==> config.mk <==
export PLATFORM = sky130hd
export DESIGN_NAME = acs_seq
export DESIGN_NICKNAME = d
export VERILOG_FILES = /design/src/inc/acs_pkg.sv /design/src/inc/acs_tad_if.sv /design/src/core/acs_tad_gen.sv /design/src/core/acs_seq.sv
export SDC_FILE = /design/constraint.sdc
export NUM_CORES = 1
export LEC_CHECK = 0
export BUFFER_PORTS_ARGS = -buffer_cell sky130_fd_sc_hd__buf_2
export CORE_ASPECT_RATIO = 1.2
export CORE_MARGIN = 1
export CORE_UTILIZATION = 54
export CTS_BUF_LIST = sky130_fd_sc_hd__clkbuf_8 sky130_fd_sc_hd__clkbuf_16
export CTS_CLUSTER_SIZE = 24
export DETAILED_ROUTE_END_ITERATION = 8
export PLACE_DENSITY = 0.8
export SKIP_CTS_REPAIR_TIMING = 1
export SLEW_MARGIN = 15
export SYNTH_ARGS = -nofsm -noshare
export SYNTH_HDL_FRONTEND = slang
export SYNTH_SLANG_ARGS = --single-unit
export TNS_END_PERCENT = 100
==> constraint.sdc <==
create_clock -name clk_i -period 3.05 [get_ports clk_i]
set_input_delay 0.61 -clock clk_i [delete_from_list [all_inputs] [get_ports clk_i]]
set_output_delay 0.61 -clock clk_i [all_outputs]
set_load 0.05 [all_outputs]
==> src/inc/acs_pkg.sv <==
package acs_pkg;
    // ---------------------------------------------------------------
    // Register map (byte addresses)
    // ---------------------------------------------------------------
    localparam logic [7:0] ADDR_CTRL = 8'h00;
    localparam logic [7:0] ADDR_TIMING = 8'h04;
    localparam logic [7:0] ADDR_RESULT = 8'h08;
    localparam logic [7:0] ADDR_STATUS = 8'h0C;
    localparam logic [7:0] ADDR_ANSEL = 8'h10;
    localparam logic [7:0] ADDR_PORT = 8'h14;
    localparam logic [7:0] ADDR_TRIG = 8'h18;
    // ---------------------------------------------------------------
    // Field positions
    // ---------------------------------------------------------------
    localparam int CTRL_EN_BIT = 0;
    localparam int CTRL_GO_BIT = 1;
    localparam int TIM_ADCS_LSB = 0;
    localparam int TIM_ACQT_LSB = 3;
    localparam int STAT_DONE_BIT = 0;
    localparam int TRIG_CCP_LSB = 0;
    localparam int TRIG_CTT_BIT = 4;
    // ---------------------------------------------------------------
    // Reset values and timing
    // ---------------------------------------------------------------
    localparam logic [2:0] ACQT_RESET = 3'h0;
    localparam logic [2:0] ADCS_RESET = 3'h0;
    localparam logic [7:0] ANSEL_RESET = 8'hFF;
    localparam logic [3:0] CCP_TRIG_MODE = 4'hB;
    localparam logic [4:0] CONV_TADS = 5'h0E;
    localparam logic [4:0] WAIT_TADS = 5'h02;
    localparam logic [4:0] ACQT_010_TADS = 5'h04;
    localparam logic [6:0] RC_DIV = 7'h28;
    localparam logic [11:0] RESULT_RESET = 12'h000;
    typedef enum logic [1:0]
    {
        ST_SAMPLE = 2'b00,
        ST_ACQ = 2'b01,
        ST_CONV = 2'b10,
        ST_WAIT = 2'b11
    } acs_state_e;
endpackage

==> src/inc/acs_tad_if.sv <==
`timescale 1ns/100ps
interface acs_tad_if;
    logic [2:0] clk_sel;
    logic run;
    logic tick;
    modport gen (input clk_sel, input run, output tick);
    modport seq (output clk_sel, output run, input tick);
endinterface

==> src/core/acs_tad_gen.sv <==
`timescale 1ns/100ps
module acs_tad_gen
(
    // Clock and reset
    input wire logic clk_i,
    input wire logic reset_n_i,
    // Bit period control
    acs_tad_if.gen tad
);
    import acs_pkg::*;
    logic [6:0] cnt_r;
    logic [6:0] cnt_nxt;
    logic [6:0] period;
    logic tick_r;
    logic tick_nxt;

    always_comb
    begin
        unique case (tad.clk_sel)
            3'b000: period = 7'h02;
            3'b100: period = 7'h04;
            3'b001: period = 7'h08;
            3'b101: period = 7'h10;
            3'b010: period = 7'h20;
            3'b110: period = 7'h40;
            default: period = RC_DIV;
        endcase
        cnt_nxt = 7'h00;
        tick_nxt = 1'b0;
        if (tad.run)
        begin
            if (cnt_r + 7'h01 >= period)
                tick_nxt = 1'b1;
            else
                cnt_nxt = cnt_r + 7'h01;
        end
    end

    always_ff @(posedge clk_i or negedge reset_n_i)
    begin
        if (!reset_n_i)
        begin
            cnt_r <= 7'h00;
            tick_r <= 1'b0;
        end
        else
        begin
            cnt_r <= cnt_nxt;
            tick_r <= tick_nxt;
        end
    end
    assign tad.tick = tick_r;
endmodule // acs_tad_gen

==> src/core/acs_seq.sv <==
// The implementer's own choices: the APB register port and the register offsets.
`timescale 1ns/100ps
// What this block does
// - Code 000 starts conversion without delay
// - Nonzero code samples programmed period, then converts
// - Code 010 gives four bit periods
// - No acquisition-done status is exposed
// - Completion clears start, sets done, resamples
// - Conversion lasts fourteen bit periods
// - Clock select maps dividers and RC
// - Holding capacitor disconnected during conversion
// - Zero delay start waits one instruction
// - Clearing start aborts conversion immediately
// - Abort leaves result registers unchanged
// - Two bit periods wait before resampling
// - Enabled triggers set start, begin acquisition
// - Disabled converter: no trigger sets start
// - Compare trigger resets timer regardless
// - Analog pins read zero on port
// - Result loads with start clear, done set
// - Reset disables converter, aborts, restores fields
module acs_seq
#(
    parameter logic [4:0] ACQT_TADS_1 = 5'h02,
    parameter logic [4:0] ACQT_TADS_3 = 5'h06,
    parameter logic [4:0] ACQT_TADS_4 = 5'h08,
    parameter logic [4:0] ACQT_TADS_5 = 5'h0C,
    parameter logic [4:0] ACQT_TADS_6 = 5'h10,
    parameter logic [4:0] ACQT_TADS_7 = 5'h14
)
(
    // Clock and reset
    input wire logic clk_i,
    input wire logic reset_n_i,
    // APB slave
    input wire logic psel_i,
    input wire logic penable_i,
    input wire logic pwrite_i,
    input wire logic [7:0] paddr_i,
    input wire logic [31:0] pwdata_i,
    output logic [31:0] prdata_o,
    output logic pready_o,
    output logic pslverr_o,
    // Trigger sources
    input wire logic ccp_trig_i,
    input wire logic charge_time_unit_trig_i,
    input wire logic tmr1_trig_i,
    input wire logic rtc_trig_i,
    // Analog side
    input wire logic [11:0] conv_data_i,
    input wire logic [7:0] port_pins_i,
    output logic sample_o,
    output logic timer_reset_o,
    output logic done_irq_o
);
    import acs_pkg::*;
    // -------------------------------------------------------------------
    // State
    // -------------------------------------------------------------------
    acs_state_e state_r, state_nxt;
    logic en_r, en_nxt;
    logic go_r, go_nxt;
    logic done_r, done_nxt;
    logic [2:0] acqt_r, acqt_nxt;
    logic [2:0] adcs_r, adcs_nxt;
    logic [7:0] ansel_r, ansel_nxt;
    logic [3:0] ccp_mode_r, ccp_mode_nxt;
    logic ctt_en_r, ctt_en_nxt;
    logic [11:0] result_r, result_nxt;
    logic [4:0] tad_cnt_r, tad_cnt_nxt;
    logic delay_r, delay_nxt;
    logic sample_r, sample_nxt;
    logic trst_r, trst_nxt;
    logic [31:0] prdata_r, prdata_nxt;
    logic pready_r, pready_nxt;
    logic pslverr_r, pslverr_nxt;
    logic [3:0] trig_s1_r, trig_s2_r;
    logic [7:0] pin_s1_r, pin_s2_r;
    logic [3:0] trig_d_r;
    logic [3:0] trig_rise;
    logic any_trig;
    logic ccp_evt;
    logic wr, rd;
    logic [4:0] acq_tads;
    logic conv_abort;
    acs_tad_if tad ();

    acs_tad_gen u_tad
    (
        .clk_i(clk_i),
        .reset_n_i(reset_n_i),
        .tad(tad)
    );

    // -------------------------------------------------------------------
    // Input synchronisers
    // -------------------------------------------------------------------
    always_ff @(posedge clk_i or negedge reset_n_i)
    begin
        if (!reset_n_i)
        begin
            trig_s1_r <= 4'h0;
            trig_s2_r <= 4'h0;
            trig_d_r <= 4'h0;
            pin_s1_r <= 8'h00;
            pin_s2_r <= 8'h00;
        end
        else
        begin
            trig_s1_r <= {rtc_trig_i, tmr1_trig_i, charge_time_unit_trig_i, ccp_trig_i};
            trig_s2_r <= trig_s1_r;
            trig_d_r <= trig_s2_r;
            pin_s1_r <= port_pins_i;
            pin_s2_r <= pin_s1_r;
        end
    end

    // -------------------------------------------------------------------
    // Sequencer and registers
    // -------------------------------------------------------------------
    assign trig_rise = trig_s2_r & ~trig_d_r;
    assign ccp_evt = trig_rise[0] && (ccp_mode_r == CCP_TRIG_MODE);
    assign any_trig = ccp_evt || (trig_rise[1] && ctt_en_r) || trig_rise[2] || trig_rise[3];
    assign wr = psel_i && penable_i && pwrite_i && pready_r;
    assign rd = psel_i && !penable_i && !pwrite_i;

    // codes 010 and 000 fixed, others from parameters
    always_comb
    begin
        unique case (acqt_r)
            3'b001: acq_tads = ACQT_TADS_1;
            3'b010: acq_tads = ACQT_010_TADS;
            3'b011: acq_tads = ACQT_TADS_3;
            3'b100: acq_tads = ACQT_TADS_4;
            3'b101: acq_tads = ACQT_TADS_5;
            3'b110: acq_tads = ACQT_TADS_6;
            3'b111: acq_tads = ACQT_TADS_7;
            default: acq_tads = 5'h01;
        endcase
    end

    always_comb
    begin
        state_nxt = state_r;
        en_nxt = en_r;
        go_nxt = go_r;
        done_nxt = done_r;
        acqt_nxt = acqt_r;
        adcs_nxt = adcs_r;
        ansel_nxt = ansel_r;
        ccp_mode_nxt = ccp_mode_r;
        ctt_en_nxt = ctt_en_r;
        result_nxt = result_r;
        tad_cnt_nxt = tad_cnt_r;
        delay_nxt = 1'b0;
        conv_abort = 1'b0;
        trst_nxt = ccp_evt;
        if (wr)
        begin
            unique case (paddr_i)
                ADDR_CTRL:
                begin
                    en_nxt = pwdata_i[CTRL_EN_BIT];
                    go_nxt = pwdata_i[CTRL_GO_BIT] && pwdata_i[CTRL_EN_BIT];
                end
                ADDR_TIMING:
                begin
                    acqt_nxt = pwdata_i[TIM_ACQT_LSB +: 3];
                    adcs_nxt = pwdata_i[TIM_ADCS_LSB +: 3];
                end
                ADDR_RESULT: result_nxt = pwdata_i[11:0];
                ADDR_STATUS: done_nxt = pwdata_i[STAT_DONE_BIT];
                ADDR_ANSEL: ansel_nxt = pwdata_i[7:0];
                ADDR_TRIG:
                begin
                    ccp_mode_nxt = pwdata_i[TRIG_CCP_LSB +: 4];
                    ctt_en_nxt = pwdata_i[TRIG_CTT_BIT];
                end
                default: ;
            endcase
        end
        // trigger sets start; only when enabled
        if (any_trig && en_r)
            go_nxt = 1'b1;
        unique case (state_r)
            ST_SAMPLE:
            begin
                tad_cnt_nxt = 5'h00;
                if (go_r && en_r)
                begin
                    // no delay; one cycle later; programmed acquisition
                    state_nxt = (acqt_r == ACQT_RESET) ? ST_CONV : ST_ACQ;
                    delay_nxt = 1'b1;
                end
            end
            ST_ACQ:
            begin
                if (!go_nxt)
                    state_nxt = ST_SAMPLE;
                else if (tad.tick)
                begin
                    tad_cnt_nxt = tad_cnt_r + 5'h01;
                    if (tad_cnt_r + 5'h01 >= acq_tads)
                    begin
                        state_nxt = ST_CONV;
                        tad_cnt_nxt = 5'h00;
                    end
                end
            end
            ST_CONV:
            begin
                if (!go_nxt)
                begin
                    state_nxt = ST_WAIT;
                    tad_cnt_nxt = 5'h00;
                    delay_nxt = 1'b1;
                    conv_abort = 1'b1;
                end
                else if (tad.tick)
                begin
                    tad_cnt_nxt = tad_cnt_r + 5'h01;
                    if (tad_cnt_r + 5'h01 >= CONV_TADS)
                    begin
                        result_nxt = conv_data_i;
                        go_nxt = 1'b0;
                        done_nxt = 1'b1;
                        state_nxt = ST_WAIT;
                        tad_cnt_nxt = 5'h00;
                    end
                end
            end
            ST_WAIT:
            begin
                // two periods before resampling
                // A tick left over from the aborted period is not counted
                if (tad.tick && !delay_r)
                begin
                    tad_cnt_nxt = tad_cnt_r + 5'h01;
                    if (tad_cnt_r + 5'h01 >= WAIT_TADS)
                        state_nxt = ST_SAMPLE;
                end
            end
        endcase
        if (!en_nxt)
            go_nxt = 1'b0;
        sample_nxt = (state_nxt == ST_SAMPLE) || (state_nxt == ST_ACQ);
        prdata_nxt = 32'h0000_0000;
        pslverr_nxt = 1'b0;
        if (rd)
        begin
            unique case (paddr_i)
                ADDR_CTRL: prdata_nxt = {30'h0, go_r, en_r};
                ADDR_TIMING: prdata_nxt = {26'h0, acqt_r, adcs_r};
                ADDR_RESULT: prdata_nxt = {20'h0, result_r};
                ADDR_STATUS: prdata_nxt = {31'h0, done_r};
                ADDR_ANSEL: prdata_nxt = {24'h0, ansel_r};
                ADDR_PORT: prdata_nxt = {24'h0, pin_s2_r & ~ansel_r};
                ADDR_TRIG: prdata_nxt = {27'h0, ctt_en_r, ccp_mode_r};
                default: pslverr_nxt = 1'b1;
            endcase
        end
        else
        begin
            prdata_nxt = prdata_r;
            pslverr_nxt = pslverr_r && penable_i;
        end
        if (psel_i && !penable_i && pwrite_i)
            pslverr_nxt = !(paddr_i <= ADDR_TRIG && paddr_i[1:0] == 2'b00 && paddr_i != ADDR_PORT);
        pready_nxt = psel_i && !penable_i;
    end

    // reset restores every field and aborts
    always_ff @(posedge clk_i or negedge reset_n_i)
    begin
        if (!reset_n_i)
        begin
            state_r <= ST_SAMPLE;
            en_r <= 1'b0;
            go_r <= 1'b0;
            done_r <= 1'b0;
            acqt_r <= ACQT_RESET;
            adcs_r <= ADCS_RESET;
            ansel_r <= ANSEL_RESET;
            ccp_mode_r <= 4'h0;
            ctt_en_r <= 1'b0;
            result_r <= RESULT_RESET;
            tad_cnt_r <= 5'h00;
            delay_r <= 1'b0;
            sample_r <= 1'b1;
            trst_r <= 1'b0;
            prdata_r <= 32'h0000_0000;
            pready_r <= 1'b0;
            pslverr_r <= 1'b0;
        end
        else
        begin
            state_r <= state_nxt;
            en_r <= en_nxt;
            go_r <= go_nxt;
            done_r <= done_nxt;
            acqt_r <= acqt_nxt;
            adcs_r <= adcs_nxt;
            ansel_r <= ansel_nxt;
            ccp_mode_r <= ccp_mode_nxt;
            ctt_en_r <= ctt_en_nxt;
            result_r <= result_nxt;
            tad_cnt_r <= tad_cnt_nxt;
            delay_r <= delay_nxt;
            sample_r <= sample_nxt;
            trst_r <= trst_nxt;
            prdata_r <= prdata_nxt;
            pready_r <= pready_nxt;
            pslverr_r <= pslverr_nxt;
        end
    end

    assign tad.clk_sel = adcs_r;
    // Restart the divider on entry so every wait gets whole bit periods
    assign tad.run = (state_r != ST_SAMPLE) && !delay_r;
    assign prdata_o = prdata_r;
    assign pready_o = pready_r;
    assign pslverr_o = pslverr_r;
    assign sample_o = sample_r;
    assign timer_reset_o = trst_r;
    assign done_irq_o = done_r;

    // -------------------------------------------------------------------
    // Assertions
    // -------------------------------------------------------------------
    a_disabled_no_go: assert property (@(posedge clk_i) disable iff (!reset_n_i)
        !en_r |-> !go_r) else $error("start flag set while disabled");
    a_conv_no_sample: assert property (@(posedge clk_i) disable iff (!reset_n_i)
        state_r == ST_CONV |-> !sample_r) else $error("sampling during conversion");
    a_done_clears_go: assert property (@(posedge clk_i) disable iff (!reset_n_i)
        $rose(done_r) && state_r == ST_WAIT |-> !go_r) else $error("done without clearing start");
    a_abort_keeps_res: assert property (@(posedge clk_i) disable iff (!reset_n_i)
        conv_abort && !(wr && paddr_i == ADDR_RESULT) |=> $stable(result_r))
        else $error("abort changed result");
    a_zero_acq_direct: assert property (@(posedge clk_i) disable iff (!reset_n_i)
        state_r == ST_SAMPLE && go_r && en_r && acqt_r == ACQT_RESET |=> state_r == ST_CONV)
        else $error("no direct conversion");
    a_ccp_timer_rst: assert property (@(posedge clk_i) disable iff (!reset_n_i)
        ccp_evt |=> timer_reset_o) else $error("timer not reset");
    a_go_held: assert property (@(posedge clk_i) disable iff (!reset_n_i)
        state_r == ST_ACQ && go_nxt |=> go_r) else $error("start flag dropped");
    a_wait_leaves: assert property (@(posedge clk_i) disable iff (!reset_n_i)
        state_r == ST_WAIT && tad.tick && tad_cnt_r == 5'h01 |=> state_r == ST_SAMPLE)
        else $error("wait length wrong");
    c_conv_done: cover property (@(posedge clk_i) $rose(done_r));
    c_abort: cover property (@(posedge clk_i) state_r == ST_CONV && !go_nxt);
    c_trig_start: cover property (@(posedge clk_i) any_trig && en_r);
endmodule // acs_seq

==> metrics list <==
* Number of unique standard cell types used by synthesis: 61
* Unrepaired setup endpoints after global routing: no
- The clock reaches the later pin of the worst-skew pair after 0.37 ns.
- For this run, the number of Yosys warnings is 0.
- Fraction of the yosys area taken by sequential cells: between 50% and 60%
* Average cell area after synthesis: about 11 um^2
- The setup path with the least slack is of type flop to flop.
- Std-Cell Core Area: 0.00811 mm^2
- Clock root buffer: sky130_fd_sc_hd__clkbuf_8
- The final route contains 3,166 vias.
- Non-filler cells in the finished layout: 570
- Depth of the CTS H-tree: 3
* Detailed placer's ending HPWL: between 6 and 7 mm
* I/O pins: 106
- Number of max-slew violations in the final report: 0
- Routed wire length: approximately 8.7 mm
- Once detail routing completed, the nets flagged for antenna violations numbered 0.
- Routability-driven placement congestion ratio: 0.812
* Initial antenna violation count: 0
- Setup TNS after final layout: 0 ns
- The final critical path takes up 89.5% of the cycle.
* Final std cell area, no fill: just over 0.005 mm^2
- The net count of the finished layout is 553.
* Ratio of routed vias to standard cells: 5.55
- The worst pin sits at a relative slew slack of 49.6%.
- Max-cap check violation count: 0
- Pwr per Cell Area: 506 mW/mm^2
- Clock-pin slew was measured on the worst setup and hold paths at ~0.1 ns.
- For this run, the top clock speed supported by timing is 0.366 GHz.
- Layout Skew: 0.0153 ns
- Synth Cell Area: 0.00453 mm^2
- Clock sinks: 94
- The library cell used most frequently in the layout, excluding fill and tap cells, is sky130_fd_sc_hd__dfrtp_1.
- Of the cells placed in the final design, the portion with a size suffix greater than 1 is 26.1%.
* Placed cells: 554
- Total placed instance area: about 0.0049 mm^2
- Wire length of the first global-routing pass: 14.1 mm
* Setup violations, final: 0
- Clk network pwr share: 33.4%
- The most used flip-flop cell after synthesis is sky130_fd_sc_hd__dfrtp_1.
* Clock buffer count from CTS: 9
- Initial cell density of the core: 55.8%
- Result of the run: completed
- For the worst setup path, the data required time is 3.35 ns.
- Top library cells by usage in the layout, fill and taps aside: 85 x sky130_fd_sc_hd__dfrtp_1, 64 x sky130_fd_sc_hd__buf_2, 39 x sky130_fd_sc_hd__nand2_1, 38 x sky130_fd_sc_hd__o21ai_0
* Die extent in y: 102 um
- For the pin with the worst max-slew slack, the measured transition is ~0.75 ns.
* Largest net degree at the start of global routing: 51
- Maximum fanout encountered on the critical timing path: 6
- Proportion of power drawn by combinational gates: 13.9%
- Signed area change from the synthesized netlist to the final layout: 11.9%
- Measured along the x axis, the die boundary spans 85.6 um.
* Share of synthesized registers carrying an async set or reset: 100%
* # diodes: 0
* TritonCTS clock tree: yes
- STA puts the critical path data arrival time at 3.03 ns.
- Switching component of the power: 719 uW
* CP startpoint kind: flop
* Mapped Cells: slightly above 400
- After detailed routing, the average wire length per cell comes to around 15 um.
* Static Leak: 0.00242 uW
- In this run, flip-flops and latches consume 52.7% of the power.
- Total internal power: 1840 uW
- # rows: 36
- The floorplan step defined a die boundary enclosing 0.00876 mm^2.
- Number of flops mapped to enable cells by yosys: 0
* Filler cell count: 668
- Number of register bits inferred by synthesis: between 90 and 100
* Number of hold-slack violations in the final timing report: 0
* Post-detailed-route DRC marker count: 0
- Global routing consumed, over all layers together, about a fifth of the routing resources.
* Final worst path period need: 2.73 ns
- Net switching is 28.1% of the power.
- VDD IR-drop max: 0.000327 V
* Maximum count of clock buffers along a single path: 2
* Port Buffers: 65
- Summed over all layers, the global routing overflow is 0.
- In this run the worst hold path is classified as input pin to asynchronous set/reset pin.
- The detailed router finished its first iteration with 183 violations.
- The pre-antenna-repair detailed-routing pass consisted of 4 iterations.
- STA classifies the critical path endpoint as a flop.
- Via count of the first global-routing pass: 2,955
[logic make-up after synthesis]
kind of cell	count (synthesis)	synth area share (%)
simple gates	125	15.6
fa+ha+maj	14	3.87
buf+inv	44	5.86
mux	39	9.39
compound gates	78	11.2
other cells	1	0.0828
flops	94	52.2
xor+xnor	9	1.74
[worst paths after layout]
kind,startpoint,end,slack [ns],cells after the start
setup / recovery,acqt_r[1]$_DFFE_PN0P_,tad_cnt_r[2]$_DFFE_PN0P_,0.32,9
hold / removal,reset_n_i,adcs_r[0]$_DFFE_PN0P_,0.26,1
setup reg to reg,acqt_r[1]$_DFFE_PN0P_,tad_cnt_r[2]$_DFFE_PN0P_,0.32,9
hold reg to reg,trig_s1_r[3]$_DFF_PN0_,trig_s2_r[3]$_DFF_PN0_,0.35,0
max in group asynchronous,reset_n_i,ansel_r[7]$_DFFE_PN1P_,2.08,2
min in group clk_i,port_pins_i[3],pin_s1_r[3]$_DFF_PN0_,0.34,1
[state kept, by name, summed over array words and instances (netlist names), 5 cells and up]
name / cells
tad_cnt_r: 5
result_r: 12
prdata_o: 12
pin_s2_r: 8
ansel_r: 8
u_tad.cnt_r: 7
pin_s1_r: 8
[through the flow]
stage	total power (uW)	hold slack [ns]	worst slack [ns]	util (%)
3_3_place_gp	1720	0.333	0.398	59.9
2_1_floorplan	1630	0.314	0.655	-
6_report	2560	0.262	0.319	62.5
3_5_place_dp	1730	0.335	0.363	59.9
5_1_grt	2680	0.284	0.192	62.5
4_1_cts	2580	0.279	0.326	62.5
[power by group through the flow]
stage / logic (uW) / registers (uW) / clock network [uW]
CTS: 357 / 1350 / 872
global placement: 345 / 1370 / 0
global route: 393 / 1360 / 925
finish: 355 / 1350 / 857
floorplan: 247 / 1380 / 0
detailed placement: 354 / 1370 / 0
[critical path: stages, from the launching register on]
cell and delay [ns]:
sky130_fd_sc_hd__dfrtp_1 0.43, sky130_fd_sc_hd__nor3_1 0.39, sky130_fd_sc_hd__ha_1 0.31, sky130_fd_sc_hd__nand2b_1 0.13, sky130_fd_sc_hd__a2111o_1 0.41, sky130_fd_sc_hd__a31oi_1 0.28
sky130_fd_sc_hd__o21ai_0 0.16, sky130_fd_sc_hd__o21a_1 0.20, sky130_fd_sc_hd__nor4b_2 0.26, sky130_fd_sc_hd__a21o_1 0.11
[routing by layer]
metal | part of all wire, % | GRT usage, % | up-vias
met3 | 4.7 | 5.33 | 9
met4 | 1.3 | 8.21 | 0
met1 | 44 | 27.7 | 1547
met5 | 0 | 0 | -
li1 | - | - | 1519
met2 | 50 | 34.7 | 91
[cells in the mapped netlist (2+ instances only)]
master / count / area share, %
sky130_fd_sc_hd__dfrtp_1: 85 / 47
sky130_fd_sc_hd__nand2_1: 39 / 3.2
sky130_fd_sc_hd__o21ai_0: 38 / 4.2
sky130_fd_sc_hd__buf_4: 24 / 4.0
sky130_fd_sc_hd__mux2i_1: 20 / 4.4
sky130_fd_sc_hd__mux2_2: 18 / 4.5
sky130_fd_sc_hd__ha_1: 14 / 3.9
sky130_fd_sc_hd__inv_1: 13 / 1.1
sky130_fd_sc_hd__nor2_1: 13 / 1.1
sky130_fd_sc_hd__nand2b_1: 12 / 1.7
sky130_fd_sc_hd__nand3_1: 11 / 1.2
sky130_fd_sc_hd__dfstp_2: 9 / 5.2
sky130_fd_sc_hd__nor2b_1: 9 / 1.2
sky130_fd_sc_hd__a21oi_1: 7 / 0.77
sky130_fd_sc_hd__a22o_1: 6 / 1.2
sky130_fd_sc_hd__nor3_1: 6 / 0.66
sky130_fd_sc_hd__xnor2_1: 6 / 1.2
sky130_fd_sc_hd__a31oi_1: 5 / 0.69
sky130_fd_sc_hd__nand4_1: 4 / 0.55
sky130_fd_sc_hd__or3_1: 4 / 0.55
sky130_fd_sc_hd__a21o_1: 3 / 0.50
sky130_fd_sc_hd__a221oi_1: 3 / 0.58
sky130_fd_sc_hd__and2_1: 3 / 0.41
sky130_fd_sc_hd__and3_1: 3 / 0.41
sky130_fd_sc_hd__clkbuf_1: 3 / 0.25
sky130_fd_sc_hd__nand3b_1: 3 / 0.50
sky130_fd_sc_hd__xor2_1: 3 / 0.58
sky130_fd_sc_hd__a21o_2: 2 / 0.39
sky130_fd_sc_hd__a22oi_1: 2 / 0.33
sky130_fd_sc_hd__buf_2: 2 / 0.22
sky130_fd_sc_hd__nor3b_1: 2 / 0.33
sky130_fd_sc_hd__nor4_4: 2 / 0.94
sky130_fd_sc_hd__o22ai_1: 2 / 0.28
[area by class of cell]
| type | count | area (um^2) | share of cell area (%) |
|---|---|---|---|
| sequential | 94 | 2360 | 46.6 |
| inverter | 13 | 48.8 | 0.963 |
| multi-input combinational | 285 | 1970 | 38.9 |
| clock inverter | 5 | 58.8 | 1.16 |
| clock buffer | 11 | 151 | 2.99 |
| timing repair buffer | 67 | 355 | 7.01 |
| tap | 95 | 119 | 2.35 |
Note: power is estimated with default switching activity, not from simulation.
